`src/port_cfg_pkg.sv`:
```
// Constants for the port pin configuration block: register map, reset values, pin layout.
// Assumes a 32-bit APB bus and four 8-pin ports flattened to one 32-bit pin vector.
package port_cfg_pkg;
   localparam int NPIN  = 32;
   localparam int NFUNC = 3;
   localparam int PIN_IDX_W = 5;

   // Register byte offsets
   localparam logic [7:0] OFS_CTRL         = 8'h00;
   localparam logic [7:0] OFS_ANALOG_DIG   = 8'h04;
   localparam logic [7:0] OFS_DRIVE_SEL    = 8'h08;
   localparam logic [7:0] OFS_BYPASS       = 8'h0c;
   localparam logic [7:0] OFS_OUT_LATCH    = 8'h10;
   localparam logic [7:0] OFS_PIN_READ     = 8'h14;
   localparam logic [7:0] OFS_MATCH_MASK   = 8'h18;
   localparam logic [7:0] OFS_MATCH_VALUE  = 8'h1c;
   localparam logic [7:0] OFS_MATRIX_SEL   = 8'h20;
   localparam logic [7:0] OFS_EXT_IRQ_CFG  = 8'h24;

   // Field positions
   localparam int CTRL_MATRIX_EN_BIT   = 0;
   localparam int CTRL_PULLUP_DIS_BIT  = 1;
   localparam int MSEL_SERIAL_BIT      = 0;
   localparam int MSEL_FUNC_LSB        = 1;
   localparam int IRQ0_SEL_LSB         = 0;
   localparam int IRQ0_POL_BIT         = 3;
   localparam int IRQ1_SEL_LSB         = 4;
   localparam int IRQ1_POL_BIT         = 7;
   localparam int IRQ_SEL_W            = 3;
   localparam logic [4:0] IRQ_PORT_BASE = 5'h08;

   // Fixed serial pins, port 0 pins 4 and 5
   localparam int SERIAL_TX_PIN = 4;
   localparam int SERIAL_RX_PIN = 5;
   localparam logic [31:0] SERIAL_PIN_MASK = 32'h0000_0030;

   // Reset values
   localparam logic [31:0] RST_ANALOG_DIG  = 32'hffff_ffff;
   localparam logic [31:0] RST_DRIVE_SEL   = 32'h0000_0000;
   localparam logic [31:0] RST_BYPASS      = 32'h0000_0000;
   localparam logic [31:0] RST_OUT_LATCH   = 32'hffff_ffff;
   localparam logic [31:0] RST_MATCH_MASK  = 32'h0000_0000;
   localparam logic [31:0] RST_MATCH_VALUE = 32'h0000_0000;
   localparam logic [1:0]  RST_CTRL        = 2'h0;
   localparam logic [3:0]  RST_MATRIX_SEL  = 4'h0;
   localparam logic [7:0]  RST_EXT_IRQ_CFG = 8'h00;
endpackage

```
`src/pin_matrix_assign.sv`:
```
// Pin assignment matrix: gives each enabled function the lowest free pin.
// Assumes the caller registers the results before they reach pads.
`timescale 1ns/10ps
`default_nettype none
module pin_matrix_assign (
   input  wire logic                        i_enable,
   input  wire logic                        i_serial_en,
   input  wire logic [port_cfg_pkg::NFUNC-1:0] i_func_en,
   input  wire logic [31:0]                 i_bypass,
   output logic      [31:0]                 o_claim,
   output logic      [port_cfg_pkg::NFUNC*5-1:0] o_func_pin,
   output logic      [port_cfg_pkg::NFUNC-1:0] o_func_hit
);
   logic [31:0] taken;
   logic        found;

   always_comb begin
      taken      = i_bypass;
      o_claim    = '0;
      o_func_pin = '0;
      o_func_hit = '0;
      found      = 1'b0;
      // Serial pair is fixed, regardless of bypass
      if (i_enable && i_serial_en) begin
         o_claim = port_cfg_pkg::SERIAL_PIN_MASK;
         taken   = taken | port_cfg_pkg::SERIAL_PIN_MASK;
      end
      for (int k = 0; k < port_cfg_pkg::NFUNC; k++) begin
         found = 1'b0;
         if (i_enable && i_func_en[k]) begin
            for (int n = 0; n < port_cfg_pkg::NPIN; n++) begin
               if (!found && !taken[n]) begin
                  found               = 1'b1;
                  taken[n]            = 1'b1;
                  o_claim[n]          = 1'b1;
                  o_func_pin[k*5 +: 5] = 5'(n);
                  o_func_hit[k]       = 1'b1;
               end
            end
         end
      end
   end
endmodule
`default_nettype wire

```
`src/port_pin_mode_config.sv`:
```
// Port pin mode control with APB register access, pin matrix and event capture.
// Assumes pad inputs synchronous to i_mclk and an external pad model resolving oe/out/pull.
//
// Behaviour
// - Reset: pads high-Z, pull-ups on until enable
// - Analog pin: driver, receiver off; pull-up off once the matrix is enabled
// - Analog pin reads back as zero
// - Push-pull drives pad high or low
// - Open-drain drives only low, else high-Z
// - Undriven digital pad gets weak pull-up
// - Pull-up off while driving low
// - Global disable turns all pull-ups off once the matrix is enabled
// - Digital read returns pad level, not latch
// - Bypassed pin never claimed by matrix, except serial pins 4 and 5
// - Serial port fixed on pins 4 and 5
// - Enabled transition raises event request
// - Events work whatever the bypass setting
// - No event capture on analog pins
`timescale 1ns/10ps
`default_nettype none
module port_pin_mode_config (
   input  wire logic                        i_mclk,
   input  wire logic                        i_rst_n,
   input  wire logic                        i_psel,
   input  wire logic                        i_penable,
   input  wire logic                        i_pwrite,
   input  wire logic [7:0]                  i_paddr,
   input  wire logic [31:0]                 i_pwdata,
   output logic      [31:0]                 o_prdata,
   output logic                             o_pready,
   output logic                             o_pslverr,
   input  wire logic [31:0]                 i_pad_in,
   output logic      [31:0]                 o_pad_out,
   output logic      [31:0]                 o_pad_oe,
   output logic      [31:0]                 o_pullup_en,
   output logic      [31:0]                 o_rx_en,
   input  wire logic                        i_serial_tx,
   output logic                             o_serial_rx,
   input  wire logic [port_cfg_pkg::NFUNC-1:0] i_func_out,
   output logic      [port_cfg_pkg::NFUNC-1:0] o_func_in,
   output logic                             o_ext_irq0,
   output logic                             o_ext_irq1,
   output logic                             o_port_match
);
   localparam int NF = port_cfg_pkg::NFUNC;

   // Software registers, bit n of each 32-bit one steers pin n
   logic [31:0] analog_digital_r;   // pin_analog_digital_select
   logic [31:0] drive_sel_r;        // pin_output_drive_select
   logic [31:0] bypass_r;           // matrix_bypass_bits
   logic [31:0] out_latch_r;
   logic [31:0] match_mask_r;
   logic [31:0] match_value_r;
   logic [1:0]  ctrl_r;
   logic [3:0]  matrix_sel_r;
   logic [7:0]  irq_cfg_r;
   logic [31:0] pad_prev_r;

   logic        pin_matrix_enable;
   logic        pullup_global_disable;
   logic        setup_phase;
   logic        wr_access;
   logic [31:0] pin_read;
   logic [31:0] rd_mux;
   logic        addr_hit;
   logic [31:0] claim;
   logic [NF*5-1:0] func_pin;
   logic [NF-1:0]   func_hit;
   logic [31:0] pin_val;
   logic [31:0] oe_nxt;
   logic [31:0] out_nxt;
   logic [31:0] pull_nxt;
   logic [31:0] rx_nxt;
   logic [NF-1:0] func_in_nxt;
   logic [4:0]  irq0_pin;
   logic [4:0]  irq1_pin;
   logic        irq0_nxt;
   logic        irq1_nxt;
   logic        match_nxt;

   assign pin_matrix_enable     = ctrl_r[port_cfg_pkg::CTRL_MATRIX_EN_BIT];
   assign pullup_global_disable = ctrl_r[port_cfg_pkg::CTRL_PULLUP_DIS_BIT];
   assign setup_phase = i_psel && !i_penable;
   assign wr_access   = i_psel && i_penable && o_pready && i_pwrite;

   // Analog pins read zero, digital pins read the pad itself
   assign pin_read = i_pad_in & analog_digital_r;

   function automatic logic is_mapped(input logic [7:0] a);
      is_mapped = (a == port_cfg_pkg::OFS_CTRL) || (a == port_cfg_pkg::OFS_ANALOG_DIG) ||
                  (a == port_cfg_pkg::OFS_DRIVE_SEL) || (a == port_cfg_pkg::OFS_BYPASS) ||
                  (a == port_cfg_pkg::OFS_OUT_LATCH) || (a == port_cfg_pkg::OFS_PIN_READ) ||
                  (a == port_cfg_pkg::OFS_MATCH_MASK) || (a == port_cfg_pkg::OFS_MATCH_VALUE) ||
                  (a == port_cfg_pkg::OFS_MATRIX_SEL) || (a == port_cfg_pkg::OFS_EXT_IRQ_CFG);
   endfunction

   function automatic logic wr_hit(input logic we, input logic [7:0] a, input logic [7:0] ofs);
      wr_hit = we && (a == ofs);
   endfunction

   assign addr_hit = is_mapped(i_paddr);

   always_comb begin
      rd_mux = '0;
      unique case (i_paddr)
         port_cfg_pkg::OFS_CTRL:        rd_mux = {30'h0, ctrl_r};
         port_cfg_pkg::OFS_ANALOG_DIG:  rd_mux = analog_digital_r;
         port_cfg_pkg::OFS_DRIVE_SEL:   rd_mux = drive_sel_r;
         port_cfg_pkg::OFS_BYPASS:      rd_mux = bypass_r;
         port_cfg_pkg::OFS_OUT_LATCH:   rd_mux = out_latch_r;
         port_cfg_pkg::OFS_PIN_READ:    rd_mux = pin_read;
         port_cfg_pkg::OFS_MATCH_MASK:  rd_mux = match_mask_r;
         port_cfg_pkg::OFS_MATCH_VALUE: rd_mux = match_value_r;
         port_cfg_pkg::OFS_MATRIX_SEL:  rd_mux = {28'h0, matrix_sel_r};
         port_cfg_pkg::OFS_EXT_IRQ_CFG: rd_mux = {24'h0, irq_cfg_r};
         default:                       rd_mux = '0;
      endcase
   end

   // Zero-wait slave: ready in the first access cycle, data sampled at setup
   always_ff @(posedge i_mclk or negedge i_rst_n) begin
      if (!i_rst_n) begin
         o_pready  <= 1'b0;
         o_pslverr <= 1'b0;
         o_prdata  <= '0;
      end else begin
         o_pready  <= setup_phase;
         o_pslverr <= setup_phase && !addr_hit;
         o_prdata  <= (setup_phase && !i_pwrite) ? rd_mux : '0;
      end
   end

   always_ff @(posedge i_mclk or negedge i_rst_n) begin
      if (!i_rst_n) begin
         ctrl_r           <= port_cfg_pkg::RST_CTRL;
         analog_digital_r <= port_cfg_pkg::RST_ANALOG_DIG;
         drive_sel_r      <= port_cfg_pkg::RST_DRIVE_SEL;
         bypass_r         <= port_cfg_pkg::RST_BYPASS;
         out_latch_r      <= port_cfg_pkg::RST_OUT_LATCH;
         match_mask_r     <= port_cfg_pkg::RST_MATCH_MASK;
         match_value_r    <= port_cfg_pkg::RST_MATCH_VALUE;
         matrix_sel_r     <= port_cfg_pkg::RST_MATRIX_SEL;
         irq_cfg_r        <= port_cfg_pkg::RST_EXT_IRQ_CFG;
      end else begin
         if (wr_hit(wr_access, i_paddr, port_cfg_pkg::OFS_CTRL))
            ctrl_r <= i_pwdata[1:0];
         if (wr_hit(wr_access, i_paddr, port_cfg_pkg::OFS_ANALOG_DIG))
            analog_digital_r <= i_pwdata;
         if (wr_hit(wr_access, i_paddr, port_cfg_pkg::OFS_DRIVE_SEL))
            drive_sel_r <= i_pwdata;
         if (wr_hit(wr_access, i_paddr, port_cfg_pkg::OFS_BYPASS))
            bypass_r <= i_pwdata;
         if (wr_hit(wr_access, i_paddr, port_cfg_pkg::OFS_OUT_LATCH))
            out_latch_r <= i_pwdata;
         if (wr_hit(wr_access, i_paddr, port_cfg_pkg::OFS_MATCH_MASK))
            match_mask_r <= i_pwdata;
         if (wr_hit(wr_access, i_paddr, port_cfg_pkg::OFS_MATCH_VALUE))
            match_value_r <= i_pwdata;
         if (wr_hit(wr_access, i_paddr, port_cfg_pkg::OFS_MATRIX_SEL))
            matrix_sel_r <= i_pwdata[3:0];
         if (wr_hit(wr_access, i_paddr, port_cfg_pkg::OFS_EXT_IRQ_CFG))
            irq_cfg_r <= i_pwdata[7:0];
      end
   end

   pin_matrix_assign u_matrix (
      .i_enable    (pin_matrix_enable),
      .i_serial_en (matrix_sel_r[port_cfg_pkg::MSEL_SERIAL_BIT]),
      .i_func_en   (matrix_sel_r[port_cfg_pkg::MSEL_FUNC_LSB +: NF]),
      .i_bypass    (bypass_r),
      .o_claim     (claim),
      .o_func_pin  (func_pin),
      .o_func_hit  (func_hit)
   );

   // Output value per pin: serial, matrix function, or latch
   generate
      for (genvar n = 0; n < port_cfg_pkg::NPIN; n++) begin : g_pin
         logic [NF-1:0] own;
         for (genvar k = 0; k < NF; k++) begin : g_f
            assign own[k] = func_hit[k] && (func_pin[k*5 +: 5] == 5'(n));
         end
         if (n == port_cfg_pkg::SERIAL_TX_PIN) begin : g_tx
            assign pin_val[n] = claim[n] ? i_serial_tx : out_latch_r[n];
         end else if (n == port_cfg_pkg::SERIAL_RX_PIN) begin : g_rx
            assign pin_val[n] = claim[n] ? 1'b1 : out_latch_r[n];
         end else begin : g_gen
            assign pin_val[n] = (|own) ? |(own & i_func_out) : out_latch_r[n];
         end
      end
      for (genvar k = 0; k < NF; k++) begin : g_fin
         assign func_in_nxt[k] = func_hit[k] && pin_read[func_pin[k*5 +: 5]];
      end
   endgenerate

   // Once enabled, push-pull digital pins always drive; open-drain drives only a low
   assign oe_nxt  = pin_matrix_enable ? (analog_digital_r & (drive_sel_r | ~pin_val))
                                      : '0;
   assign out_nxt = pin_matrix_enable ? (analog_digital_r & drive_sel_r & pin_val) : '0;
   // Once enabled, pull-up only on undriven or high digital pads, not on driven-low ones
   assign pull_nxt = pin_matrix_enable
                   ? (analog_digital_r & ~{32{pullup_global_disable}} & ~(oe_nxt & ~pin_val))
                   : '1;
   assign rx_nxt = analog_digital_r;

   // Event capture ignores bypass; gated by digital mode so a pin turned analog fakes no edge
   assign irq0_pin = port_cfg_pkg::IRQ_PORT_BASE +
                     5'(irq_cfg_r[port_cfg_pkg::IRQ0_SEL_LSB +: port_cfg_pkg::IRQ_SEL_W]);
   assign irq1_pin = port_cfg_pkg::IRQ_PORT_BASE +
                     5'(irq_cfg_r[port_cfg_pkg::IRQ1_SEL_LSB +: port_cfg_pkg::IRQ_SEL_W]);
   assign irq0_nxt = analog_digital_r[irq0_pin] &&
                     (pin_read[irq0_pin] != pad_prev_r[irq0_pin]) &&
                     (pin_read[irq0_pin] == irq_cfg_r[port_cfg_pkg::IRQ0_POL_BIT]);
   assign irq1_nxt = analog_digital_r[irq1_pin] &&
                     (pin_read[irq1_pin] != pad_prev_r[irq1_pin]) &&
                     (pin_read[irq1_pin] == irq_cfg_r[port_cfg_pkg::IRQ1_POL_BIT]);
   assign match_nxt = |((pin_read ^ match_value_r) & match_mask_r & analog_digital_r);

   always_ff @(posedge i_mclk or negedge i_rst_n) begin
      if (!i_rst_n) begin
         o_pad_oe     <= '0;
         o_pad_out    <= '0;
         o_pullup_en  <= '1;
         o_rx_en      <= '1;
         o_func_in    <= '0;
         o_serial_rx  <= 1'b1;
         pad_prev_r   <= '0;
         o_ext_irq0   <= 1'b0;
         o_ext_irq1   <= 1'b0;
         o_port_match <= 1'b0;
      end else begin
         o_pad_oe     <= oe_nxt;
         o_pad_out    <= out_nxt;
         o_pullup_en  <= pull_nxt;
         o_rx_en      <= rx_nxt;
         o_func_in    <= func_in_nxt;
         o_serial_rx  <= claim[port_cfg_pkg::SERIAL_RX_PIN] ?
                         pin_read[port_cfg_pkg::SERIAL_RX_PIN] : 1'b1;
         pad_prev_r   <= pin_read;
         o_ext_irq0   <= irq0_nxt;
         o_ext_irq1   <= irq1_nxt;
         o_port_match <= match_nxt;
      end
   end

   AST_RESET_HIZ: assert property (@(posedge i_mclk) disable iff (!i_rst_n)
      !pin_matrix_enable |=> (o_pad_oe == '0) && (&o_pullup_en))
      else $error("pad driven or pull-up off before matrix enable");

   AST_ANALOG_OFF: assert property (@(posedge i_mclk) disable iff (!i_rst_n)
      pin_matrix_enable |=> (((o_pad_oe | o_pullup_en | o_rx_en) & ~$past(analog_digital_r)) == '0))
      else $error("analog pin has driver, pull-up or receiver on");

   AST_PIN_READBACK: assert property (@(posedge i_mclk) disable iff (!i_rst_n)
      (setup_phase && !i_pwrite && i_paddr == port_cfg_pkg::OFS_PIN_READ)
      |=> o_prdata == ($past(i_pad_in) & $past(analog_digital_r)))
      else $error("pin read not pad level masked by digital mode");

   AST_PUSH_PULL: assert property (@(posedge i_mclk) disable iff (!i_rst_n)
      pin_matrix_enable |=> ((~o_pad_oe & $past(analog_digital_r & drive_sel_r)) == '0))
      else $error("push-pull digital pin not driven");

   AST_OPEN_DRAIN_HIGH: assert property (@(posedge i_mclk) disable iff (!i_rst_n)
      pin_matrix_enable |=> ((o_pad_out & ~$past(drive_sel_r)) == '0))
      else $error("open-drain pin driving high");

   AST_PULL_UNDRIVEN: assert property (@(posedge i_mclk) disable iff (!i_rst_n)
      (pin_matrix_enable && !pullup_global_disable)
      |=> ((~o_pad_oe & $past(analog_digital_r) & ~o_pullup_en) == '0))
      else $error("undriven digital pin lacks pull-up");

   AST_PULL_LOW_OFF: assert property (@(posedge i_mclk) disable iff (!i_rst_n)
      ##1 ((o_pad_oe & ~o_pad_out & o_pullup_en) == '0))
      else $error("pull-up on while driving low");

   AST_GLOBAL_PULL_OFF: assert property (@(posedge i_mclk) disable iff (!i_rst_n)
      (pin_matrix_enable && pullup_global_disable) |=> (o_pullup_en == '0))
      else $error("pull-up on under global disable");

   AST_BYPASS_RESPECTED: assert property (@(posedge i_mclk) disable iff (!i_rst_n)
      (claim & bypass_r & ~port_cfg_pkg::SERIAL_PIN_MASK) == '0)
      else $error("matrix claimed a bypassed pin");

   AST_SERIAL_FIXED: assert property (@(posedge i_mclk) disable iff (!i_rst_n)
      (pin_matrix_enable && matrix_sel_r[port_cfg_pkg::MSEL_SERIAL_BIT])
      |-> (claim & port_cfg_pkg::SERIAL_PIN_MASK) == port_cfg_pkg::SERIAL_PIN_MASK)
      else $error("serial pair not on pins 4 and 5");

   AST_EVENT_EDGE: assert property (@(posedge i_mclk) disable iff (!i_rst_n)
      (irq_cfg_r[port_cfg_pkg::IRQ0_POL_BIT] && analog_digital_r[irq0_pin]
       && !pad_prev_r[irq0_pin] && i_pad_in[irq0_pin]) |=> o_ext_irq0)
      else $error("enabled rising edge raised no event");

   AST_ANALOG_NO_EVENT: assert property (@(posedge i_mclk) disable iff (!i_rst_n)
      !analog_digital_r[irq0_pin] |=> !o_ext_irq0)
      else $error("event raised on analog pin");
endmodule
`default_nettype wire

```
`config.mk`:
```
export PLATFORM = sky130hd
export DESIGN_NAME = port_pin_mode_config
export DESIGN_NICKNAME = d
export VERILOG_FILES = /design/src/port_cfg_pkg.sv /design/src/pin_matrix_assign.sv /design/src/port_pin_mode_config.sv
export SDC_FILE = /design/constraint.sdc
export NUM_CORES = 1
export LEC_CHECK = 0
export BUFFER_PORTS_ARGS = -buffer_cell sky130_fd_sc_hd__buf_2
export CAP_MARGIN = 20
export CORE_UTILIZATION = 50
export CTS_CLUSTER_DIAMETER = 100
export DETAILED_ROUTE_END_ITERATION = 16
export GPL_ROUTABILITY_DRIVEN = 1
export PLACE_DENSITY_LB_ADDON = 0.1
export SLEW_MARGIN = 20
export SYNTH_ARGS = -nofsm -noshare
export SYNTH_HDL_FRONTEND = slang
export SYNTH_SLANG_ARGS = --single-unit
```
`constraint.sdc`:
```
create_clock -name i_mclk -period 11.85 [get_ports i_mclk]
set_input_delay 0.5925 -clock i_mclk [delete_from_list [all_inputs] [get_ports i_mclk]]
set_output_delay 0.5925 -clock i_mclk [all_outputs]
set_load 0.02 [all_outputs]
```
== After elaboration in Yosys (flattened, before gate mapping) ==
Cells that the tools add are included.
W data, S select, Z words.

* Flip-flop bits (word level): 407
* Input bits: 81
* Output and inout port bits: 169

* $add $sub $neg: 2
* Order comparisons: 5
* Equality and inequality tests: 100
* Mux-type cells: 521
* Bitwise logic cells: 44
* Reductions and logical operators: 472

{| class="wikitable"
|+ Operator list
! operator !! count
|-
| $mux W1 || 407
|-
| $pmux W32 S10 || 1
|-
| $and A32 B32 Y32 || 9
|-
| $mux W5 || 51
|-
| $eq A5 B5 Y1 const B || 48
|-
| $logic_and A1 B1 Y1 || 209
|-
| $mux W32 || 6
|-
| $logic_not A1 Y1 || 189
|-
| $reduce_or A3 Y1 || 60
|-
| $eq A5 B4 Y1 const B || 24
|-
| $mux W4 || 24
|-
| $not A32 Y32 || 3
|-
| $and A3 B3 Y3 || 30
|-
| $bmux W1 S5 || 9
|-
| $mux W3 || 12
|-
| $eq A8 B5 Y1 const B || 4
|-
| $or A32 B32 Y32 || 1
|-
| $reduce_or A32 Y1 || 1
|-
| $xor A32 B32 Y32 || 1
|-
| $eq A5 B2 Y1 const B || 6
|-
| $eq A5 B3 Y1 const B || 6
|-
| $lt A5 B6 Y1 const B || 5
|-
| $mux W6 || 5
|-
| $eq A8 B4 Y1 const B || 2
|-
| other kinds (10) || 31
|}

== Longest topological paths before layout ==
* Depth in word-level cells: 393
* Gate-level depth with buffers: 21
* Mapped depth without buffers: 14

== By module ==
From an unflattened synthesis, not the netlist that was laid out.

* Cells, all modules: 2357
* Area total of the unflattened synthesis: 23324.9 µm²

{| class="wikitable"
|+ Modules (own cells, without submodules)
! module !! times used !! cells each !! area an instance (µm²)
|-
| port_pin_mode_config || 1 || 1614 || 19049.5
|-
| pin_matrix_assign || 1 || 743 || 4275.4
|}

== Worst setup path before layout ==
No wires, ideal clock.

* Path kind: register to register
* From: register bypass_r[1]
* To: register o_pullup_en[7]
* Data arrival time: 4560 ps
* Required time: 11772 ps
* Slack: 7212 ps
* Stages on the path, launching flop included: 18
* Buffers on the path: 3
* Path through: dfrtp_1 > buf_4 > and4_1 > buf_4 > nand2_4 > or4_4 > a21o_1 > nor3_4 > nand3_1 > a221o_1 > or4_1 > o32a_4 > and2_1 > buf_6 > nor3_4 > a31oi_1 > or3_1 > a31o_1

* Longest elaborated chain between the ends: 146
* Elaborated cells between the ends (all ways): 701
* Those cells by class: eq/ne: 3; mux: 440; bitwise: 7; reduce/logical: 251

{| class="wikitable"
|+ Ends and longest elaborated chain
! element !! line !! text
|-
| from (decl) || port_pin_mode_config.sv:50 || <nowiki>logic [31:0] bypass_r;</nowiki>
|-
| from (signal assigned) || port_pin_mode_config.sv:138 || <nowiki>bypass_r <= port_cfg_pkg::RST_BYPASS;</nowiki>
|-
| from (signal assigned) || port_pin_mode_config.sv:152 || <nowiki>bypass_r <= i_pwdata;</nowiki>
|-
| $mux W6 * || pin_matrix_assign.sv:24 || <nowiki>if (i_enable && i_serial_en) begin</nowiki>
|-
| $logic_not A1 Y1 || pin_matrix_assign.sv:32 || <nowiki>if (!found && !taken[n]) begin</nowiki>
|-
| $logic_and A1 B1 Y1 || pin_matrix_assign.sv:32 ||
|-
| $mux W1 || pin_matrix_assign.sv:32 ||
|-
| $mux W32 or $mux W1 (tied branches) || pin_matrix_assign.sv:30 || <nowiki>if (i_enable && i_func_en[k]) begin</nowiki>
|-
| $logic_not A1 Y1 || pin_matrix_assign.sv:32 ||
|-
| $logic_and A1 B1 Y1 || pin_matrix_assign.sv:32 ||
|-
| $mux W1 || pin_matrix_assign.sv:32 ||
|-
| [... 131 more ...] || n/a ||
|-
| $or A32 B32 Y32 || port_pin_mode_config.sv:197 || <nowiki>assign oe_nxt = pin_matrix_enable ? (analog_digital_r & (drive_sel_r | ~pin_val))</nowiki>
|-
| $and A32 B32 Y32 || port_pin_mode_config.sv:197 ||
|-
| $mux W32 || port_pin_mode_config.sv:197 ||
|-
| $and A32 B32 Y32 * || port_pin_mode_config.sv:202 || <nowiki>? (analog_digital_r & ~{32{pullup_global_disable}} & ~(oe_nxt & ~pin_val))</nowiki>
|-
| $not A32 Y32 * || port_pin_mode_config.sv:202 ||
|-
| $and A32 B32 Y32 * || port_pin_mode_config.sv:202 ||
|-
| $mux W32 * || port_pin_mode_config.sv:202 ||
|-
| via pull_nxt[7] || port_pin_mode_config.sv:72 || <nowiki>logic [31:0] pull_nxt;</nowiki>
|-
| to (signal assigned) || port_pin_mode_config.sv:234 || <nowiki>o_pullup_en <= pull_nxt;</nowiki>
|-
| to (decl) || port_pin_mode_config.sv:35 || <nowiki>output logic [31:0] o_pullup_en,</nowiki>
|}

Mark *: on every way through the listed nets, which the timed path passes. The rest lies on a longest branch. The select of a mux whose other input is x is not followed.
A chain may end at the register's enable or synchronous reset.

== Final worst setup path ==
* From: register bypass_r[0]
* To: register o_pullup_en[26]

* Longest elaborated chain between the ends: 148
* Elaborated cells between the ends (all ways): 709
* Those cells by class: eq/ne: 3; mux: 446; bitwise: 7; reduce/logical: 253

{| class="wikitable"
|+ Ends and longest elaborated chain
! element !! line
|-
| $mux W6 * || pin_matrix_assign.sv:24
|-
| $mux W1 || pin_matrix_assign.sv:32
|-
| $mux W1 || pin_matrix_assign.sv:30
|-
| $logic_not A1 Y1 || pin_matrix_assign.sv:32
|-
| $logic_and A1 B1 Y1 || pin_matrix_assign.sv:32
|-
| $mux W1 || pin_matrix_assign.sv:32
|-
| $mux W32 or $mux W1 (tied branches) || pin_matrix_assign.sv:30
|-
| $logic_not A1 Y1 || pin_matrix_assign.sv:32
|-
| [... 133 more ...] || n/a
|-
| $or A32 B32 Y32 || port_pin_mode_config.sv:197
|-
| $and A32 B32 Y32 || port_pin_mode_config.sv:197
|-
| $mux W32 || port_pin_mode_config.sv:197
|-
| $and A32 B32 Y32 * || port_pin_mode_config.sv:202
|-
| $not A32 Y32 * || port_pin_mode_config.sv:202
|-
| $and A32 B32 Y32 * || port_pin_mode_config.sv:202
|-
| $mux W32 * || port_pin_mode_config.sv:202
|-
| via pull_nxt[26] || port_pin_mode_config.sv:72
|}

Marked as above.

==> results.json <==
{
  "status": "completed",
  "async_reset_ff_frac": 1.000,
  "viasPerCell": 6.821,
  "gp_congestion": 1.020,
  "antenna_left": 0,
  "cpMostUsedCell": "nor3_2",
  "synth.most_common_cell": "dfrtp_1",
  "slew_viol_final": 0,
  "place_area_um2": 23480,
  "die_w_um": 210.7,
  "path_max_fanout": 21,
  "synth-edff-count": 0,
  "reg2reg_to": "o_pullup_en[26]",
  "regToRegSetupSlack_ns": 4.69,
  "die_area_um2": 44410,
  "ys_ff_latch": 383,
  "dr_wl_met3_mm": 9.715,
  "reg2regPathDepth": 14,
  "finalSetupTns_ns": 0,
  "clk_pin_slew_ns": 0.07,
  "yosysTopAreaCell": "dfrtp_1",
  "clk_latency_ns": 0.57,
  "syn_inst": 2191,
  "cts_hold_buf": 0,
  "vias": 20350,
  "path_delay_family": "simple AND/OR/NAND/NOR gates",
  "synth.avg_cell_area_um2": 9.944,
  "clk_path_buf_depth": 3,
  "design_area_um2": 24910,
  "synthFlopType": "dfrtp_1",
  "htreeDepth": 2,
  "clock_tree.root_cell": "clkbuf_16",
  "min_period_over_period": 0.6044,
  "setup_violations": 0,
  "grt_start_max_net_pins": 91,
  "relSlewSlack": 0.2291,
  "drtPass1Iterations": 6,
  "overflow": 0,
  "pin_count": 250,
  "core_area_um2": 42980,
  "fin_nets": 2445,
  "initial_core_util": 0.5069,
  "dr_wl_met2_mm": 40.46,
  "die_y_um": 210.7,
  "yosys-top-cells-count": "dfrtp_1 (254), nand2_1 (222), mux2_2 (207)",
  "dpl.hpwl_mm": 67.33,
  "ir_worst_vdd_v": 0.0001047,
  "max_freq_mhz": 139.6,
  "top_layer_used": "met5",
  "drtIter0Drc": 2797,
  "cts_setup_buffers": 0,
  "crit_slowest_cell": "o41ai_1",
  "slowest_delay_ns": 0.94,
  "grt_pass1_wl_mm": 131.5,
  "grt_pass1_vias": 19180,
  "drc": 0,
  "numCtsBuffers": 42,
  "cts_resized": 0,
  "crit_chain": "nand4_2, nor4_4, and3_1, o21ai_1, nor3_2, a31oi_1, nor2_1, a221oi_1, o41ai_1, o211ai_1, nor3_2, a21boi_0, a311oi_1, o21ai_0",
  "syn_nets": 2272,
  "critPathLaunchType": "flop",
  "rsz0062_at_grt": "no",
  "leakage_nw": 11.11,
  "fin_crit_ns": 7.162,
  "wl_met1_mm": 36.60,
  "synth_area_leaders": "dfrtp_1 (29%), dfstp_2 (16%), mux2_2 (11%)",
  "cp.buffers_inverters": 0,
  "drive_above_1_share": 0.3201,
  "tightest_slew_ns": 1.148,
  "worstPathRequired_ns": 12.31,
  "drv_cap": 0,
  "antenna_found_initial": 2,
  "skew_ns": 0.02856,
  "netlist_area_um2": 21790,
  "worstPathArrival_ns": 7.62,
  "routedWlPerCell_um": 30.51,
  "synth_top_area_frac": 0.2917,
  "row_count": 76,
  "tritoncts": "built",
  "ys_seq_area_frac": 0.4473,
  "portBuffers": 249,
  "area_growth_syn_to_layout_pct": 14.35,
  "yosysWarnings": 0,
  "hp-class": "in2async",
  "grt_use_total": 0.4068,
  "cp.depth": 14,
  "r2r-start": "bypass_r[0]",
  "startpoint": "bypass_r[0]",
  "critPathKind": "reg2reg",
  "ys_types": 100,
  "hold_viol_final": 0,
  "routed_wl_mm": 91.02,
  "crit_path_end": "o_pullup_en[26]",
  "p_per_area_nw_per_um2": 111.4,
  "cts_sinks": 383,
  "cp-end-kind": "flop"
}
-- per-layer routing --
| layer | vias to the layer above | track usage |
|---|---|---|
| li1 | 8559 | - |
| met4 | 2 | 0.1759 |
| met3 | 228 | 0.08014 |
| met5 | - | 0 |
| met2 | 1377 | 0.6165 |
| met1 | 10180 | 0.5667 |
-- stage by stage --
step                setup slack, ns  power (mW)  utilization  hold WS, ns  std cells
floorplan                     7.212       1.369            -       0.2969       2191
global placement              4.466       1.440       0.5459       0.4023       2905
detailed placement            4.894       1.442       0.5463       0.4081       2905
CTS                           4.933       2.779       0.5795      0.03647       2981
global route                  4.262       2.839       0.5795      0.07331       2981
finish                        4.688       2.774       0.5796     0.009892       2983
-- placed cells by master (no fill, tap or decap), types with 16 or more instances in the layout --
cell and instances:
o221ai_1 25, mux2_2 207, nand3_1 119, and2_1 21, xor2_1 35, o22ai_1 38, a211oi_1 18, o21ai_0 108
buf_2 248, a21o_1 38, nor2_1 141, buf_4 42, and3_1 18, nand4_1 32, dfrtp_1 253, a222oi_1 16
nand2_1 222, inv_1 32, mux2i_1 53, a31oi_1 48, o211a_1 25, clkbuf_16 42, dfstp_2 129, a21oi_1 102
nor3_1 29, o211ai_1 22
-- worst reg2reg max path, delay by kind of cell, from the launching register on --
kind | cells | cell delay (ns)
DFF | 1 | 0.72
AOI/OAI and AO/OA | 8 | 3.05
and+or+nand+nor | 6 | 3.28
-- how the worst min path moves through the flow --
| stage | cells past startpoint | start | endpoint |
|---|---|---|---|
| detailed placement | 0 | analog_digital_r[7] | o_rx_en[7] |
| global route | 1 | i_rst_n | o_pad_oe[7] |
| floorplan | 0 | i_rst_n | bypass_r[0] |
| global placement | 0 | analog_digital_r[7] | o_rx_en[7] |
| CTS | 1 | i_rst_n | o_pad_oe[7] |
| finish | 1 | i_rst_n | o_pad_out[4] |
-- cell type report --
cell class | count | area [µm²]
timing repair buffer | 291 | 1572
multi-input combinational | 1612 | 11300
fill | 3725 | 18070
tap | 585 | 732.0
sequential | 383 | 9749
inverter | 34 | 127.6
clock inverter | 21 | 239.0
antenna | 2 | 5.005
clock buffer | 55 | 1190
-- where the power goes --
part / leakage [nW] / switching, mW / internal [mW]
combinational: 5.54 / 0.0743 / 0.0245
sequential: 4.86 / 0.00662 / 1.32
clock: 0.709 / 0.553 / 0.800
total: 11.1 / 0.634 / 2.14
-- cells by family (layout without fill, tap and decap cells) --
| logic type | count (synthesis) | after routing | synth area share |
|---|---|---|---|
| buffers and inverters | 196 | 401 | 0.03612 |
| adders and majority gates | 9 | 9 | 0.004135 |
| other | 0 | 2 | 0 |
| AOI/OAI and AO/OA | 603 | 603 | 0.1962 |
| xor gates and xnor gates | 43 | 43 | 0.01729 |
| and+or+nand+nor | 682 | 682 | 0.1531 |
| muxes | 275 | 275 | 0.1458 |
| DFF | 383 | 383 | 0.4473 |
Power figures use the tool's default switching activity.
